### config.mk
export PLATFORM = sky130hd
export DESIGN_NAME = uefs_top
export DESIGN_NICKNAME = d
export VERILOG_FILES = /design/src/uefs_pkg.sv /design/src/uefs_fifo.sv /design/src/uefs_tx.sv /design/src/uefs_top.sv
export VERILOG_INCLUDE_DIRS = /design/src
export SDC_FILE = /design/constraint.sdc
export NUM_CORES = 1
export LEC_CHECK = 0
export BUFFER_PORTS_ARGS = -buffer_cell sky130_fd_sc_hd__buf_2
export CORE_ASPECT_RATIO = 1.2
export CORE_UTILIZATION = 65
export CTS_CLUSTER_SIZE = 25
export DETAILED_ROUTE_END_ITERATION = 10
export PLACE_DENSITY = 0.83
export SLEW_MARGIN = 10
export SYNTH_ARGS = -nofsm -noshare
export SYNTH_HDL_FRONTEND = slang
export SYNTH_SLANG_ARGS = --single-unit
export TNS_END_PERCENT = 20
### constraint.sdc
create_clock -name clk_sys_i -period 6.55 [get_ports clk_sys_i]
set_input_delay 1.31 -clock clk_sys_i [delete_from_list [all_inputs] [get_ports clk_sys_i]]
set_output_delay 1.31 -clock clk_sys_i [all_outputs]
set_load 0.01 [all_outputs]
### src/uefs_defs.svh
// register offsets, field positions and reset values of the uart status block
`ifndef UEFS_DEFS_SVH
`define UEFS_DEFS_SVH
`define UEFS_OFF_DATA  8'h00
`define UEFS_OFF_RSR   8'h04
`define UEFS_OFF_FLAG  8'h18
`define UEFS_OFF_DIV   8'h24
`define UEFS_OFF_LCR   8'h2C
`define UEFS_OFF_ISTAT 8'h40
`define UEFS_OFF_IMASK 8'h44
// status and interrupt bit positions
`define UEFS_RSR_FRM 0
`define UEFS_RSR_PAR 1
`define UEFS_RSR_BRK 2
`define UEFS_RSR_OE 3
// line_control bit positions
`define UEFS_LCR_PEN 1
`define UEFS_LCR_EVEN 2
`define UEFS_LCR_FIFO 4
`define UEFS_LCR_WLO 5
`define UEFS_LCR_WHI 6
`define UEFS_LCR_STICK 7
// reset values
`define UEFS_LCR_RST 8'h00
`define UEFS_DIV_RST 16'h0010
`endif

### src/uefs_pkg.sv
// types and shared serial helpers of the uart status block
package uefs_pkg;
  typedef enum logic [2:0] {
    UEFS_RX_IDLE, UEFS_RX_START, UEFS_RX_DATA, UEFS_RX_PAR, UEFS_RX_STOP, UEFS_RX_WAIT
  } uefs_rx_state_type;
  typedef enum logic [2:0] {
    UEFS_TX_IDLE, UEFS_TX_START, UEFS_TX_DATA, UEFS_TX_PAR, UEFS_TX_STOP
  } uefs_tx_state_type;

  // index of the last data bit for a word length code
  function automatic logic [2:0] uefs_last_idx(input logic [1:0] wlen);
    uefs_last_idx = 3'h4 + {1'b0, wlen};
  endfunction

  // parity bit expected on the line
  function automatic logic uefs_parity(input logic [7:0] d, input logic [1:0] wlen,
                                       input logic even_sel, input logic stick_sel);
    logic [7:0] m;
    m = d & (8'hFF >> (2'h3 - wlen));
    if (stick_sel) begin
      uefs_parity = ~even_sel;
    end else begin
      uefs_parity = even_sel ? ^m : ~^m;
    end
  endfunction
endpackage

### src/uefs_fifo.sv
// character fifo that shrinks to one entry when the fifo is disabled
`timescale 1ns/10ps
module uefs_fifo #(
  parameter int W     = 11,
  parameter int DEPTH = 16,
  parameter int AW    = $clog2(DEPTH)
) (
  input  wire logic         clk_sys_i,  // system clock
  input  wire logic         nrst_i,     // async reset, low
  input  wire logic         fifo_en_i,  // full depth when high
  input  wire logic         push_i,     // write one entry
  input  wire logic [W-1:0] push_data_i,// entry written
  input  wire logic         pop_i,      // drop head entry
  output logic      [W-1:0] head_o,     // head entry
  output logic              empty_o,    // no entry
  output logic              full_o      // no room
);
  typedef struct packed {
    logic [DEPTH-1:0][W-1:0] mem;
    logic [AW-1:0]           wptr;
    logic [AW-1:0]           rptr;
    logic [AW:0]             cnt;
  } uefs_fifo_state_type;

  uefs_fifo_state_type st_reg;
  uefs_fifo_state_type st_next;
  logic [AW:0]         limit;

  // single entry when disabled
  assign limit   = fifo_en_i ? (AW+1)'(DEPTH) : (AW+1)'(1);
  assign empty_o = (st_reg.cnt == '0);
  assign full_o  = (st_reg.cnt >= limit);
  assign head_o  = st_reg.mem[st_reg.rptr];

  // pointer and count update
  always_comb begin
    st_next = st_reg;
    if (push_i && !full_o) begin
      st_next.mem[st_reg.wptr] = push_data_i;
      st_next.wptr = st_reg.wptr + AW'(1);
    end
    if (pop_i && !empty_o) begin
      st_next.rptr = st_reg.rptr + AW'(1);
    end
    st_next.cnt = st_reg.cnt + (AW+1)'(push_i && !full_o) - (AW+1)'(pop_i && !empty_o);
  end

  always_ff @(posedge clk_sys_i or negedge nrst_i) begin
    if (!nrst_i) begin
      st_reg <= '0;
    end else begin
      st_reg <= st_next;
    end
  end
endmodule // uefs_fifo

### src/uefs_tx.sv
// transmit shifter with parity generation
`timescale 1ns/10ps
`include "uefs_defs.svh"
module uefs_tx
  import uefs_pkg::*;
(
  input  wire logic        clk_sys_i, // system clock
  input  wire logic        nrst_i,    // async reset, low
  input  wire logic        valid_i,   // character waiting
  input  wire logic [7:0]  data_i,    // character to send
  input  wire logic [7:0]  lcr_i,     // line_control
  input  wire logic [15:0] div_i,     // clocks per bit
  output logic             take_o,    // character taken
  output logic             busy_o,    // shifting
  output logic             tx_line_o  // serial output
);
  typedef struct packed {
    uefs_tx_state_type state;
    logic [15:0]       cnt;
    logic [2:0]        idx;
    logic [7:0]        shift;
    logic              par;
    logic              txd;
  } uefs_tx_state_reg_type;

  uefs_tx_state_reg_type st_reg;
  uefs_tx_state_reg_type st_next;
  logic                  bit_end;

  assign bit_end   = (st_reg.cnt == 16'h0000);
  assign take_o    = (st_reg.state == UEFS_TX_IDLE) && valid_i;
  assign busy_o    = (st_reg.state != UEFS_TX_IDLE);
  assign tx_line_o = st_reg.txd;

  // frame sequencing
  always_comb begin
    st_next = st_reg;
    if (!bit_end) begin
      st_next.cnt = st_reg.cnt - 16'h0001;
    end
    case (st_reg.state)
      UEFS_TX_IDLE: if (valid_i) begin
        st_next.shift = data_i;
        st_next.par   = uefs_parity(data_i, lcr_i[`UEFS_LCR_WHI:`UEFS_LCR_WLO],
                                    lcr_i[`UEFS_LCR_EVEN], lcr_i[`UEFS_LCR_STICK]);
        st_next.state = UEFS_TX_START;
        st_next.txd   = 1'b0;
        st_next.cnt   = div_i - 16'h0001;
      end
      UEFS_TX_START: if (bit_end) begin
        st_next.state = UEFS_TX_DATA;
        st_next.idx   = 3'h0;
        st_next.txd   = st_reg.shift[0];
        st_next.cnt   = div_i - 16'h0001;
      end
      UEFS_TX_DATA: if (bit_end) begin
        st_next.cnt = div_i - 16'h0001;
        if (st_reg.idx == uefs_last_idx(lcr_i[`UEFS_LCR_WHI:`UEFS_LCR_WLO])) begin
          st_next.state = lcr_i[`UEFS_LCR_PEN] ? UEFS_TX_PAR : UEFS_TX_STOP;
          st_next.txd   = lcr_i[`UEFS_LCR_PEN] ? st_reg.par : 1'b1;
        end else begin
          st_next.idx = st_reg.idx + 3'h1;
          st_next.txd = st_reg.shift[st_reg.idx + 3'h1];
        end
      end
      UEFS_TX_PAR: if (bit_end) begin
        st_next.state = UEFS_TX_STOP;
        st_next.txd   = 1'b1;
        st_next.cnt   = div_i - 16'h0001;
      end
      default: if (bit_end) begin
        st_next.state = UEFS_TX_IDLE;
      end
    endcase
  end

  always_ff @(posedge clk_sys_i or negedge nrst_i) begin
    if (!nrst_i) begin
      st_reg <= '{state: UEFS_TX_IDLE, txd: 1'b1, default: '0};
    end else begin
      st_reg <= st_next;
    end
  end
endmodule // uefs_tx

### src/uefs_top.sv
// uart receive error status, line flags, receiver and register port
// What this block does
// - break flag when line low past frame
// - error-clear write zeroes break, parity, framing
// - one zero character pushed per break
// - after break wait high then start
// - parity flag on parity mismatch
// - framing flag when stop bit low
// - error flags travel with fifo character
// - ring flag is inverted ring input
// - tx empty resets one, fifo or holding
// - tx empty ignores the shift register
// - rx full resets zero, fifo or holding
// - tx full resets zero, fifo or holding
// - overrun keeps fifo, flag cleared by clear
// - stick parity fixed by even select
`timescale 1ns/10ps
`include "uefs_defs.svh"
module uefs_top
  import uefs_pkg::*;
#(
  parameter int DEPTH = 16
) (
  input  wire logic        clk_sys_i,            // system clock
  input  wire logic        nrst_i,               // async reset, low
  input  wire logic [7:0]  reg_addr_i,           // register byte address
  input  wire logic [31:0] reg_wdata_i,          // write data
  input  wire logic        reg_wr_i,             // write strobe
  input  wire logic        reg_rd_i,             // read strobe
  output logic      [31:0] reg_rdata_o,          // read data, next cycle
  input  wire logic        rx_line_i,            // serial input
  output logic             tx_line_o,            // serial output
  input  wire logic        modem_bell_input_n_i, // ring input, low
  output logic             irq_o                 // interrupt, level
);
  typedef struct packed {
    uefs_rx_state_type rx_state;
    logic [15:0]       rx_cnt;
    logic [2:0]        rx_idx;
    logic [7:0]        rx_shift;
    logic              rx_par;
    logic [3:0]        rsr;
    logic [7:0]        lcr;
    logic [15:0]       div;
    logic [3:0]        istat;
    logic [3:0]        imask;
    logic [31:0]       rdata;
  } uefs_top_state_type;

  uefs_top_state_type st_reg;
  uefs_top_state_type st_next;
  logic        rx_push;
  logic [10:0] rx_entry;
  logic        rx_pop;
  logic [10:0] rx_head;
  logic        rx_empty;
  logic        rx_full;
  logic        tx_push;
  logic [7:0]  tx_head;
  logic        tx_empty;
  logic        tx_full;
  logic        tx_take;
  logic        tx_busy;
  logic        ovr_evt;
  logic        brk_evt;
  logic        frame_end;
  logic [3:0]  err_evt;
  logic        bit_end;
  logic        pen;
  logic        fifo_on;
  logic [1:0]  wlen;
  logic [8:0]  flags;

  assign pen     = st_reg.lcr[`UEFS_LCR_PEN];
  assign fifo_on = st_reg.lcr[`UEFS_LCR_FIFO];
  assign wlen    = st_reg.lcr[`UEFS_LCR_WHI:`UEFS_LCR_WLO];
  assign bit_end = (st_reg.rx_cnt == 16'h0000);
  assign reg_rdata_o = st_reg.rdata;
  assign irq_o   = |(st_reg.istat & st_reg.imask);

  // flag word: ring, tx empty, rx full, tx full, rx empty, busy
  assign flags = {~modem_bell_input_n_i,
                  tx_empty,
                  rx_full,
                  tx_full,
                  rx_empty, tx_busy || !tx_empty, 3'h0};

  // receive fifo, each entry holds break, parity, framing and data
  uefs_fifo #(.W(11), .DEPTH(DEPTH)) u_rx_fifo (
    .clk_sys_i   (clk_sys_i),
    .nrst_i      (nrst_i),
    .fifo_en_i   (fifo_on),
    .push_i      (rx_push),
    .push_data_i (rx_entry),
    .pop_i       (rx_pop),
    .head_o      (rx_head),
    .empty_o     (rx_empty),
    .full_o      (rx_full)
  );

  // transmit fifo
  uefs_fifo #(.W(8), .DEPTH(DEPTH)) u_tx_fifo (
    .clk_sys_i   (clk_sys_i),
    .nrst_i      (nrst_i),
    .fifo_en_i   (fifo_on),
    .push_i      (tx_push),
    .push_data_i (reg_wdata_i[7:0]),
    .pop_i       (tx_take),
    .head_o      (tx_head),
    .empty_o     (tx_empty),
    .full_o      (tx_full)
  );

  uefs_tx u_tx (
    .clk_sys_i (clk_sys_i),
    .nrst_i    (nrst_i),
    .valid_i   (!tx_empty),
    .data_i    (tx_head),
    .lcr_i     (st_reg.lcr),
    .div_i     (st_reg.div),
    .take_o    (tx_take),
    .busy_o    (tx_busy),
    .tx_line_o (tx_line_o)
  );

  // receiver, register port, sticky status
  always_comb begin
    st_next       = st_reg;
    st_next.rdata = 32'h0000_0000;
    rx_push  = 1'b0;
    rx_entry = 11'h000;
    rx_pop   = 1'b0;
    tx_push  = 1'b0;
    ovr_evt  = 1'b0;
    brk_evt  = 1'b0;
    frame_end = 1'b0;
    if (!bit_end) begin
      st_next.rx_cnt = st_reg.rx_cnt - 16'h0001;
    end
    case (st_reg.rx_state)
      UEFS_RX_IDLE: if (!rx_line_i) begin
        st_next.rx_state = UEFS_RX_START;
        st_next.rx_cnt   = st_reg.div >> 1;
      end
      UEFS_RX_START: if (bit_end) begin
        st_next.rx_state = rx_line_i ? UEFS_RX_IDLE : UEFS_RX_DATA;
        st_next.rx_idx   = 3'h0;
        st_next.rx_shift = 8'h00;
        st_next.rx_cnt   = st_reg.div - 16'h0001;
      end
      UEFS_RX_DATA: if (bit_end) begin
        st_next.rx_shift[st_reg.rx_idx] = rx_line_i;
        st_next.rx_cnt = st_reg.div - 16'h0001;
        if (st_reg.rx_idx == uefs_last_idx(wlen)) begin
          st_next.rx_state = pen ? UEFS_RX_PAR : UEFS_RX_STOP;
        end else begin
          st_next.rx_idx = st_reg.rx_idx + 3'h1;
        end
      end
      UEFS_RX_PAR: if (bit_end) begin
        st_next.rx_par   = rx_line_i;
        st_next.rx_state = UEFS_RX_STOP;
        st_next.rx_cnt   = st_reg.div - 16'h0001;
      end
      UEFS_RX_STOP: if (bit_end) begin
        frame_end = 1'b1;
        // low through start, data, parity and stop
        brk_evt = (st_reg.rx_shift == 8'h00) && !rx_line_i
                  && !(pen && st_reg.rx_par);
        if (brk_evt) begin
          rx_entry = 11'h400;
          st_next.rx_state = UEFS_RX_WAIT;
        end else begin
          rx_entry[`UEFS_RSR_FRM+8] = !rx_line_i;
          rx_entry[`UEFS_RSR_PAR+8] = pen && (st_reg.rx_par !=
            uefs_parity(st_reg.rx_shift, wlen, st_reg.lcr[`UEFS_LCR_EVEN],
                        st_reg.lcr[`UEFS_LCR_STICK]));
          rx_entry[7:0] = st_reg.rx_shift;
          st_next.rx_state = UEFS_RX_IDLE;
        end
        // full fifo keeps its contents, character lost
        ovr_evt = rx_full;
        rx_push = !rx_full;
      end
      default: if (rx_line_i) begin
        st_next.rx_state = UEFS_RX_IDLE;
      end
    endcase

    // register writes
    if (reg_wr_i) begin
      if (reg_addr_i == `UEFS_OFF_DATA) begin
        tx_push = !tx_full;
      end else if (reg_addr_i == `UEFS_OFF_RSR) begin
        st_next.rsr = 4'h0;
      end else if (reg_addr_i == `UEFS_OFF_DIV) begin
        st_next.div = reg_wdata_i[15:0];
      end else if (reg_addr_i == `UEFS_OFF_LCR) begin
        st_next.lcr = reg_wdata_i[7:0];
      end else if (reg_addr_i == `UEFS_OFF_ISTAT) begin
        st_next.istat = st_reg.istat & ~reg_wdata_i[3:0];
      end else if (reg_addr_i == `UEFS_OFF_IMASK) begin
        st_next.imask = reg_wdata_i[3:0];
      end
    end else if (reg_rd_i) begin
      if (reg_addr_i == `UEFS_OFF_DATA) begin
        rx_pop = !rx_empty;
        st_next.rdata = {20'h00000, st_reg.rsr[`UEFS_RSR_OE], rx_head};
        // head character's errors move into the status
        if (!rx_empty) begin
          st_next.rsr[2:0] = st_reg.rsr[2:0] | rx_head[10:8];
        end
      end else if (reg_addr_i == `UEFS_OFF_RSR) begin
        st_next.rdata = {28'h0000000, st_reg.rsr};
      end else if (reg_addr_i == `UEFS_OFF_FLAG) begin
        st_next.rdata = {23'h000000, flags};
      end else if (reg_addr_i == `UEFS_OFF_DIV) begin
        st_next.rdata = {16'h0000, st_reg.div};
      end else if (reg_addr_i == `UEFS_OFF_LCR) begin
        st_next.rdata = {24'h000000, st_reg.lcr};
      end else if (reg_addr_i == `UEFS_OFF_ISTAT) begin
        st_next.rdata = {28'h0000000, st_reg.istat};
      end else if (reg_addr_i == `UEFS_OFF_IMASK) begin
        st_next.rdata = {28'h0000000, st_reg.imask};
      end
    end

    // sticky sets after clears, so a set wins
    if (ovr_evt) begin
      st_next.rsr[`UEFS_RSR_OE] = 1'b1;
    end
    st_next.istat = st_next.istat | err_evt;
  end

  // interrupt events: overrun, break, parity, framing
  assign err_evt = {ovr_evt, frame_end ? rx_entry[10:8] : 3'h0};

  always_ff @(posedge clk_sys_i or negedge nrst_i) begin
    if (!nrst_i) begin
      st_reg <= '{rx_state: UEFS_RX_IDLE, lcr: `UEFS_LCR_RST,
                  div: `UEFS_DIV_RST, default: '0};
    end else begin
      st_reg <= st_next;
    end
  end
endmodule // uefs_top

==> metrics, run 1 <==
Die Span X=169 um; net load switching power=2130 uW; Layout area overhead=7.34%; H-Tree Depth=2; RSZ-0062 raised after global routing=false; vias=15,000; routed len/inst=20.9 um; CP Capture Type=flip-flop; Fin. Hold Viols=0; largest family of logic cells by synthesized area=multiplexers; most common cell after layout, fill and taps aside=dfrtp_1; Mapped Avg Cell Area=11.3 um^2; GPL Wtd Cong=0.882; FF-to-FF End=u_tx_fifo.st_reg[4]; post-cts resize count=0; layout cell share with drive strength beyond 1=0.201; PortBufs=47; largest net degree at the start of global routing=178; Post-synth EDFFs=0; Synth Area in Compound Gates=0.0924; n_diodes=0; # Post-CTS Setup Buffers=0; Die Ht=202 um; Initial DRC Count=1,327; vias per inst=6.30; CTS root buffer=clkbuf_16; Max Cap Viol=0; first-pass GRT wire length=81,100 um; cell internal pwr=4930 uW; Hold WC Path Type=flip-flop to flip-flop; die area=34,200 um^2; WP buf/inv=1; Std-Cell Rows=73; FFs w/ async S/R, synth=1.00; fmax=247 MHz; Num CTS Buffers=44; clk sink count=445; worst-skew pair later-pin latency=570 ps; Post-Syn Area=21,700 um^2; Ys Warns=0; Sum Neg Setup Slack=0 ps; simple-gate portion of the synthesized area=0.115; Critical Path Start=reg_addr_i[1]; library cells used by synthesis=73; R2R setup slack=2750 ps; CTS tree=yes; Seq/Total Area, Yosys=0.512; Mapped Cells=1,929; top cell type's share of synthesized area=0.510; area share of xor/xnor cells in the synthesized design=0.0310; total power=7060 uW; flip-flop count of the largest register after layout=189; crit-path max FO=11; clk_skew=22.4 ps; Worst slew margin=0.213; synth top area cells=dfrtp_1 (51%), mux2_2 (8.6%), mux4_2 (7.1%); number of fillers in the final layout=2,260; final wirelength=49,700 um; critical path's most frequent cell=nand2b_1; Worst-path clk slew=60 ps; footprint of the multi-input gates=9720 um^2; initial antenna violation count=1; Hold-fix buffers, CTS=0; Layout Nets=1,989; fin. max-slew vios=0; P_leak=0.0107 uW; Adder-Cell Fraction of Synth Area=0.0231; Clock Tree Buf Depth=3; Layout Utilization=0.706; switching portion of total power=0.302; # IOs=80; most frequent cells in the layout=dfrtp_1 (440), nand2_1 (301), o21ai_0 (231), mux2_2 (166), nor2_1 (87); Clk pwr share=0.342; crit path capture=u_tx_fifo.st_reg[120]; Crit path largest cell delay=700 ps; Final setup viols=0; Initial Utilization=0.657; crit start category=primary input; Routed Antenna Nets=0; DP HPWL=32,700 um; area leader, netlist=dfrtp_1; DR DRC count=0; Crit path required time=6990 ps; CP max-delay cell=nor2b_1; WP data arrival=4480 ps; status=completed; WP depth=9; synthesis-stage register bit count=445; post-route minimum period=4040 ps; multiplexer share of the synthesized area=0.182; top_reg_cell synth=dfrtp_1; CP top delay family=simple AND/OR/NAND/NOR gates; worst r2r src=u_tx_fifo.st_reg[2]; Seq. cell area=11,100 um^2; GRT Total Usage=0.302; vias in the first global route=15,400; CP Cell Sequence=buf_2 > nor3_1 > nand2b_1 > nand2b_1 > nor2_1 > and3_1 > and2_1 > nor2b_1 > mux2_2; Worst VDD drop=0.000258 V; Pwr Density=303 nW/um^2; Core Region=33,100 um^2; worst-margin pin slew=1170 ps; fin crit share=0.617; GR Overflow Total=0; Reg power frac=0.451; Worst R2R Path Depth=14; Crit Path Class=primary input to flip-flop; drt pass-1 iters=5; combinational share of power=0.208
## routing by layer
metal | GRT usage | vias up | part of all wire
li1 | - | 6701 | -
met1 | 0.402 | 7601 | 0.40
met2 | 0.508 | 576 | 0.50
met3 | 0.0478 | 132 | 0.065
met4 | 0.104 | 0 | 0.031
met5 | 0 | - | 0
## cell type report
cell class              count  share of cell area
repair buffers             59              0.0154
inverters                  49             0.00794
well taps                 450              0.0241
multi-input cells        1305               0.417
clock inverters             8             0.00327
flip-flops and latches    445               0.478
clock buffers              66              0.0550
## synth_stat cells, types with 6 or more instances
library cell and n:
nand4_1 10, xnor2_1 55, nand3_1 24, mux2_2 166
nor3_1 32, mux2i_1 34, clkbuf_1 84, buf_4 38
xor2_1 19, nand2b_1 11, nor2b_1 12, mux4_2 69
or3_1 7, dfrtp_1 443, o21ai_0 231, nor4_1 14
nand3_2 7, and2_1 9, inv_1 46, a22oi_1 18
buf_2 6, a221oi_1 19, and3_1 12, mux4_1 7
ha_1 37, buf_1 8, nor2_1 87, nand2_1 301
a21oi_1 31
## worst min path at each step
stage,slack (ps),cells after the start,from,end
floorplan,440,2,u_tx.st_reg[5],u_tx.st_reg[5]
global placement,460,2,u_rx_fifo.st_reg[34],u_rx_fifo.st_reg[34]
detailed placement,470,2,u_rx_fifo.st_reg[90],u_rx_fifo.st_reg[90]
CTS,480,2,u_rx_fifo.st_reg[90],u_rx_fifo.st_reg[90]
global route,490,2,u_rx_fifo.st_reg[136],u_rx_fifo.st_reg[136]
finish,480,2,u_rx_fifo.st_reg[90],u_rx_fifo.st_reg[90]
## through the flow
step	instances	setup slack (ps)	hold slack, ps	cell area [um^2]
5_1_grt	2382	2240	490	23300
3_3_place_gp	2308	2210	456	22000
3_5_place_dp	2308	2070	465	22000
2_1_floorplan	1944	2410	440	21800
4_1_cts	2382	2590	479	23300
6_report	2382	2510	475	23300
## cells by family after synthesis
kind of cell    count (synthesis)
xor+xnor                       75
compound gates                345
fa+ha+maj                      39
flops                         445
other cells                     1
simple gates                  554
buf+inv                       194
mux                           276
## power by group through the flow
stage	registers, uW	clock network, uW	logic, uW
after detailed placement	3220	0	1440
final	3180	2410	1470
after floorplan	3110	0	1240
after CTS	3180	2440	1470
after global placement	3210	0	1390
after global routing	3210	2550	1630
## worst reg2reg max path, cell delays in order, from the launching register on
cell      delay [ps]
dfrtp_1          380
inv_1            130
ha_1             180
nor4b_1          240
buf_4            220
nand2b_1         550
clkinv_1         460
ha_1             400
inv_1             40
ha_1             210
fa_1             440
a21oi_1          140
nor2_1            50
nor2_1           130
xnor2_1          140
(Power assumes the default switching activity.)
==> run 2, diff against run 1 <==
- ABC_AREA: unset -> 1
- CORE_UTILIZATION: 65 -> 56
- PLACE_DENSITY: 0.83 -> 0.76
- clock period: 6.55 -> 3.7 ns (I/O delays scaled with it)
==> metrics, run 2 <==
Mapped Avg Cell Area=8.10 um^2; top cell type's share of synthesized area=0.497; P_leak=0.0114 uW; post-route minimum period=3150 ps; Clk pwr share=0.437; post-cts resize count=0; worst-margin pin slew=893 ps; Routed Antenna Nets=0; Worst-path clk slew=60 ps; WP data arrival=3630 ps; Min Hold Slack=124 ps; Die Ht=221 um; Crit path required time=4180 ps; Final setup viols=0; n_diodes=0; Initial DRC Count=1,913; Num CTS Buffers=46; Max Cap Viol=0; final instance count without filler cells=3,291; Layout area overhead=9.52%; combinational share of power=0.112; Post-synth top cells=nand2_1 (778), dfrtp_1 (443), o21ai_0 (386); # Post-CTS Setup Buffers=0; first-pass GRT wire length=94,600 um; crit-path max FO=12; Hold-fix buffers, CTS=0; fin crit share=0.852; largest net degree at the start of global routing=103; GPL Wtd Cong=0.917; Sum Neg Setup Slack=0 ps; grt met2 use=0.496; clk sink count=445; initial antenna violation count=0; grt met3 use=0.0454; synthesis-stage register bit count=445; flip-flop count of the largest register after layout=189; placed instance count=3,207; Mapped Cells=2,757; Ys Warns=0; switching portion of total power=0.260; layout cell share with drive strength beyond 1=0.0749; most frequent cells in the layout=nand2_1 (778), dfrtp_1 (441), o21ai_0 (386), inv_1 (212), nor2_1 (164); number of fillers in the final layout=3,360; Crit Path Class=flip-flop to flip-flop; final wirelength=58,100 um; CTS tree=yes; DP HPWL=38,700 um; FFs w/ async S/R, synth=1.00; Worst VDD drop=0.000395 V; net load switching power=2990 uW; Std-Cell Rows=79; worst-skew pair later-pin latency=590 ps; PortBufs=47; fin. max-slew vios=0; Post-Syn Area=22,300 um^2; Post-synth EDFFs=0; Layout Nets=2,814; vias in the first global route=18,400; fmax=317 MHz; Hold WC Path Type=primary input to async pin; GRT Total Usage=0.293; cell internal pwr=8530 uW; Worst slew margin=0.403; DR DRC count=0; Seq/Total Area, Yosys=0.499; Fin. Hold Viols=0; Core Region=39,000 um^2; most common cell after layout, fill and taps aside=nand2_1; routed len/inst=17.7 um; met1 Usage GRT=0.374; status=completed; GRT busiest layer=met2; Clock Tree Buf Depth=3; GR Overflow Total=0; CTS root buffer=clkbuf_16; top_reg_cell synth=dfrtp_1; H-Tree Depth=2; count leader, synth=nand2_1; synth top area cells=dfrtp_1 (50%), nand2_1 (13%), o21ai_0 (8.7%); die area=40,700 um^2; crit start category=flip-flop; Layout Utilization=0.626; vias=19,200; # IOs=80; library cells used by synthesis=61; Reg power frac=0.451; area leader, netlist=dfrtp_1; RSZ-0062 raised after global routing=false; CP Capture Type=flip-flop; Pwr Density=471 nW/um^2; drt pass-1 iters=7; Initial Utilization=0.572; clk_skew=34.2 ps; Die Span X=184 um; vias per inst=5.82
-- run 2: changes by cell type after synthesis, sizes merged, moves of 76 or more --
| cell | change |
|---|---|
| inv | +175 |
| a21oi | +96 |
| mux4 | -76 |
| nand3 | +99 |
| mux2 | -164 |
| o21ai | +184 |
| nor2 | +84 |
| nand2 | +480 |
-- run 2: logic make-up after synthesis --
group	count (synthesis)	synth area share
xor gates and xnor gates	49	0.0192
other	1	0.000168
buffers and inverters	403	0.0769
adders and majority gates	39	0.0225
muxes	3	0.00146
AOI/OAI and AO/OA	668	0.167
and+or+nand+nor	1149	0.213
DFF	445	0.499
-- run 2: path summary, 6_finish.rpt --
| check | startpoint | end | slack (ps) | depth (start not counted) |
|---|---|---|---|---|
| min in group clk_sys_i | reg_wdata_i[13] | st_reg[53] | 380 | 2 |
| hold reg to reg | u_tx_fifo.st_reg[13] | u_tx_fifo.st_reg[13] | 480 | 2 |
| max in group asynchronous | nrst_i | u_rx_fifo.st_reg[41] | 2670 | 2 |
| setup / recovery | u_tx_fifo.st_reg[2] | u_tx_fifo.st_reg[4] | 550 | 14 |
| setup reg to reg | u_tx_fifo.st_reg[2] | u_tx_fifo.st_reg[4] | 550 | 14 |
| hold / removal | nrst_i | u_rx_fifo.st_reg[160] | 120 | 1 |
-- run 2: cell type report --
type / instances / area [um^2] / area share
Sequential cell: 445 / 11100 / 0.456
Multi-Input combinational cell: 1924 / 9520 / 0.390
Clock buffer: 65 / 1370 / 0.0558
Clock inverter: 19 / 295 / 0.0121
Tap cell: 526 / 658 / 0.0269
Timing Repair Buffer: 86 / 613 / 0.0251
Inverter: 226 / 851 / 0.0348
-- run 2: critical path: stages (launching register included) --
cell and delay [ps]:
dfrtp_1 350, inv_1 90, ha_1 210, inv_1 70
nor4_1 60, buf_4 150, nor2_1 670, ha_1 250
inv_1 40, ha_1 210, fa_1 440, a21oi_1 160
nor2_1 60, nor2_1 110, xor2_1 170
-- run 2: layer usage --
layer | vias up | part of all wire
met5 | - | 0
met4 | 0 | 0.037
met3 | 147 | 0.062
met2 | 743 | 0.49
met1 | 9274 | 0.41
li1 | 9001 | -
-- run 2: power by group through the flow --
stage          clock, uW  combinational (uW)  sequential (uW)
4_1_cts             5090                1280             5180
3_5_place_dp           0                1270             5270
6_report            5030                1300             5190
5_1_grt             5270                1460             5210
2_1_floorplan          0                 893             5230
3_3_place_gp           0                1210             5260
-- run 2: per-stage QoR --
step	total power [uW]	worst slack, ps	area [um^2]
5_1_grt	11900	131	24400
6_report	11500	549	24400
4_1_cts	11600	542	24400
3_5_place_dp	6540	461	22800
2_1_floorplan	6130	636	22400
3_3_place_gp	6470	495	22800
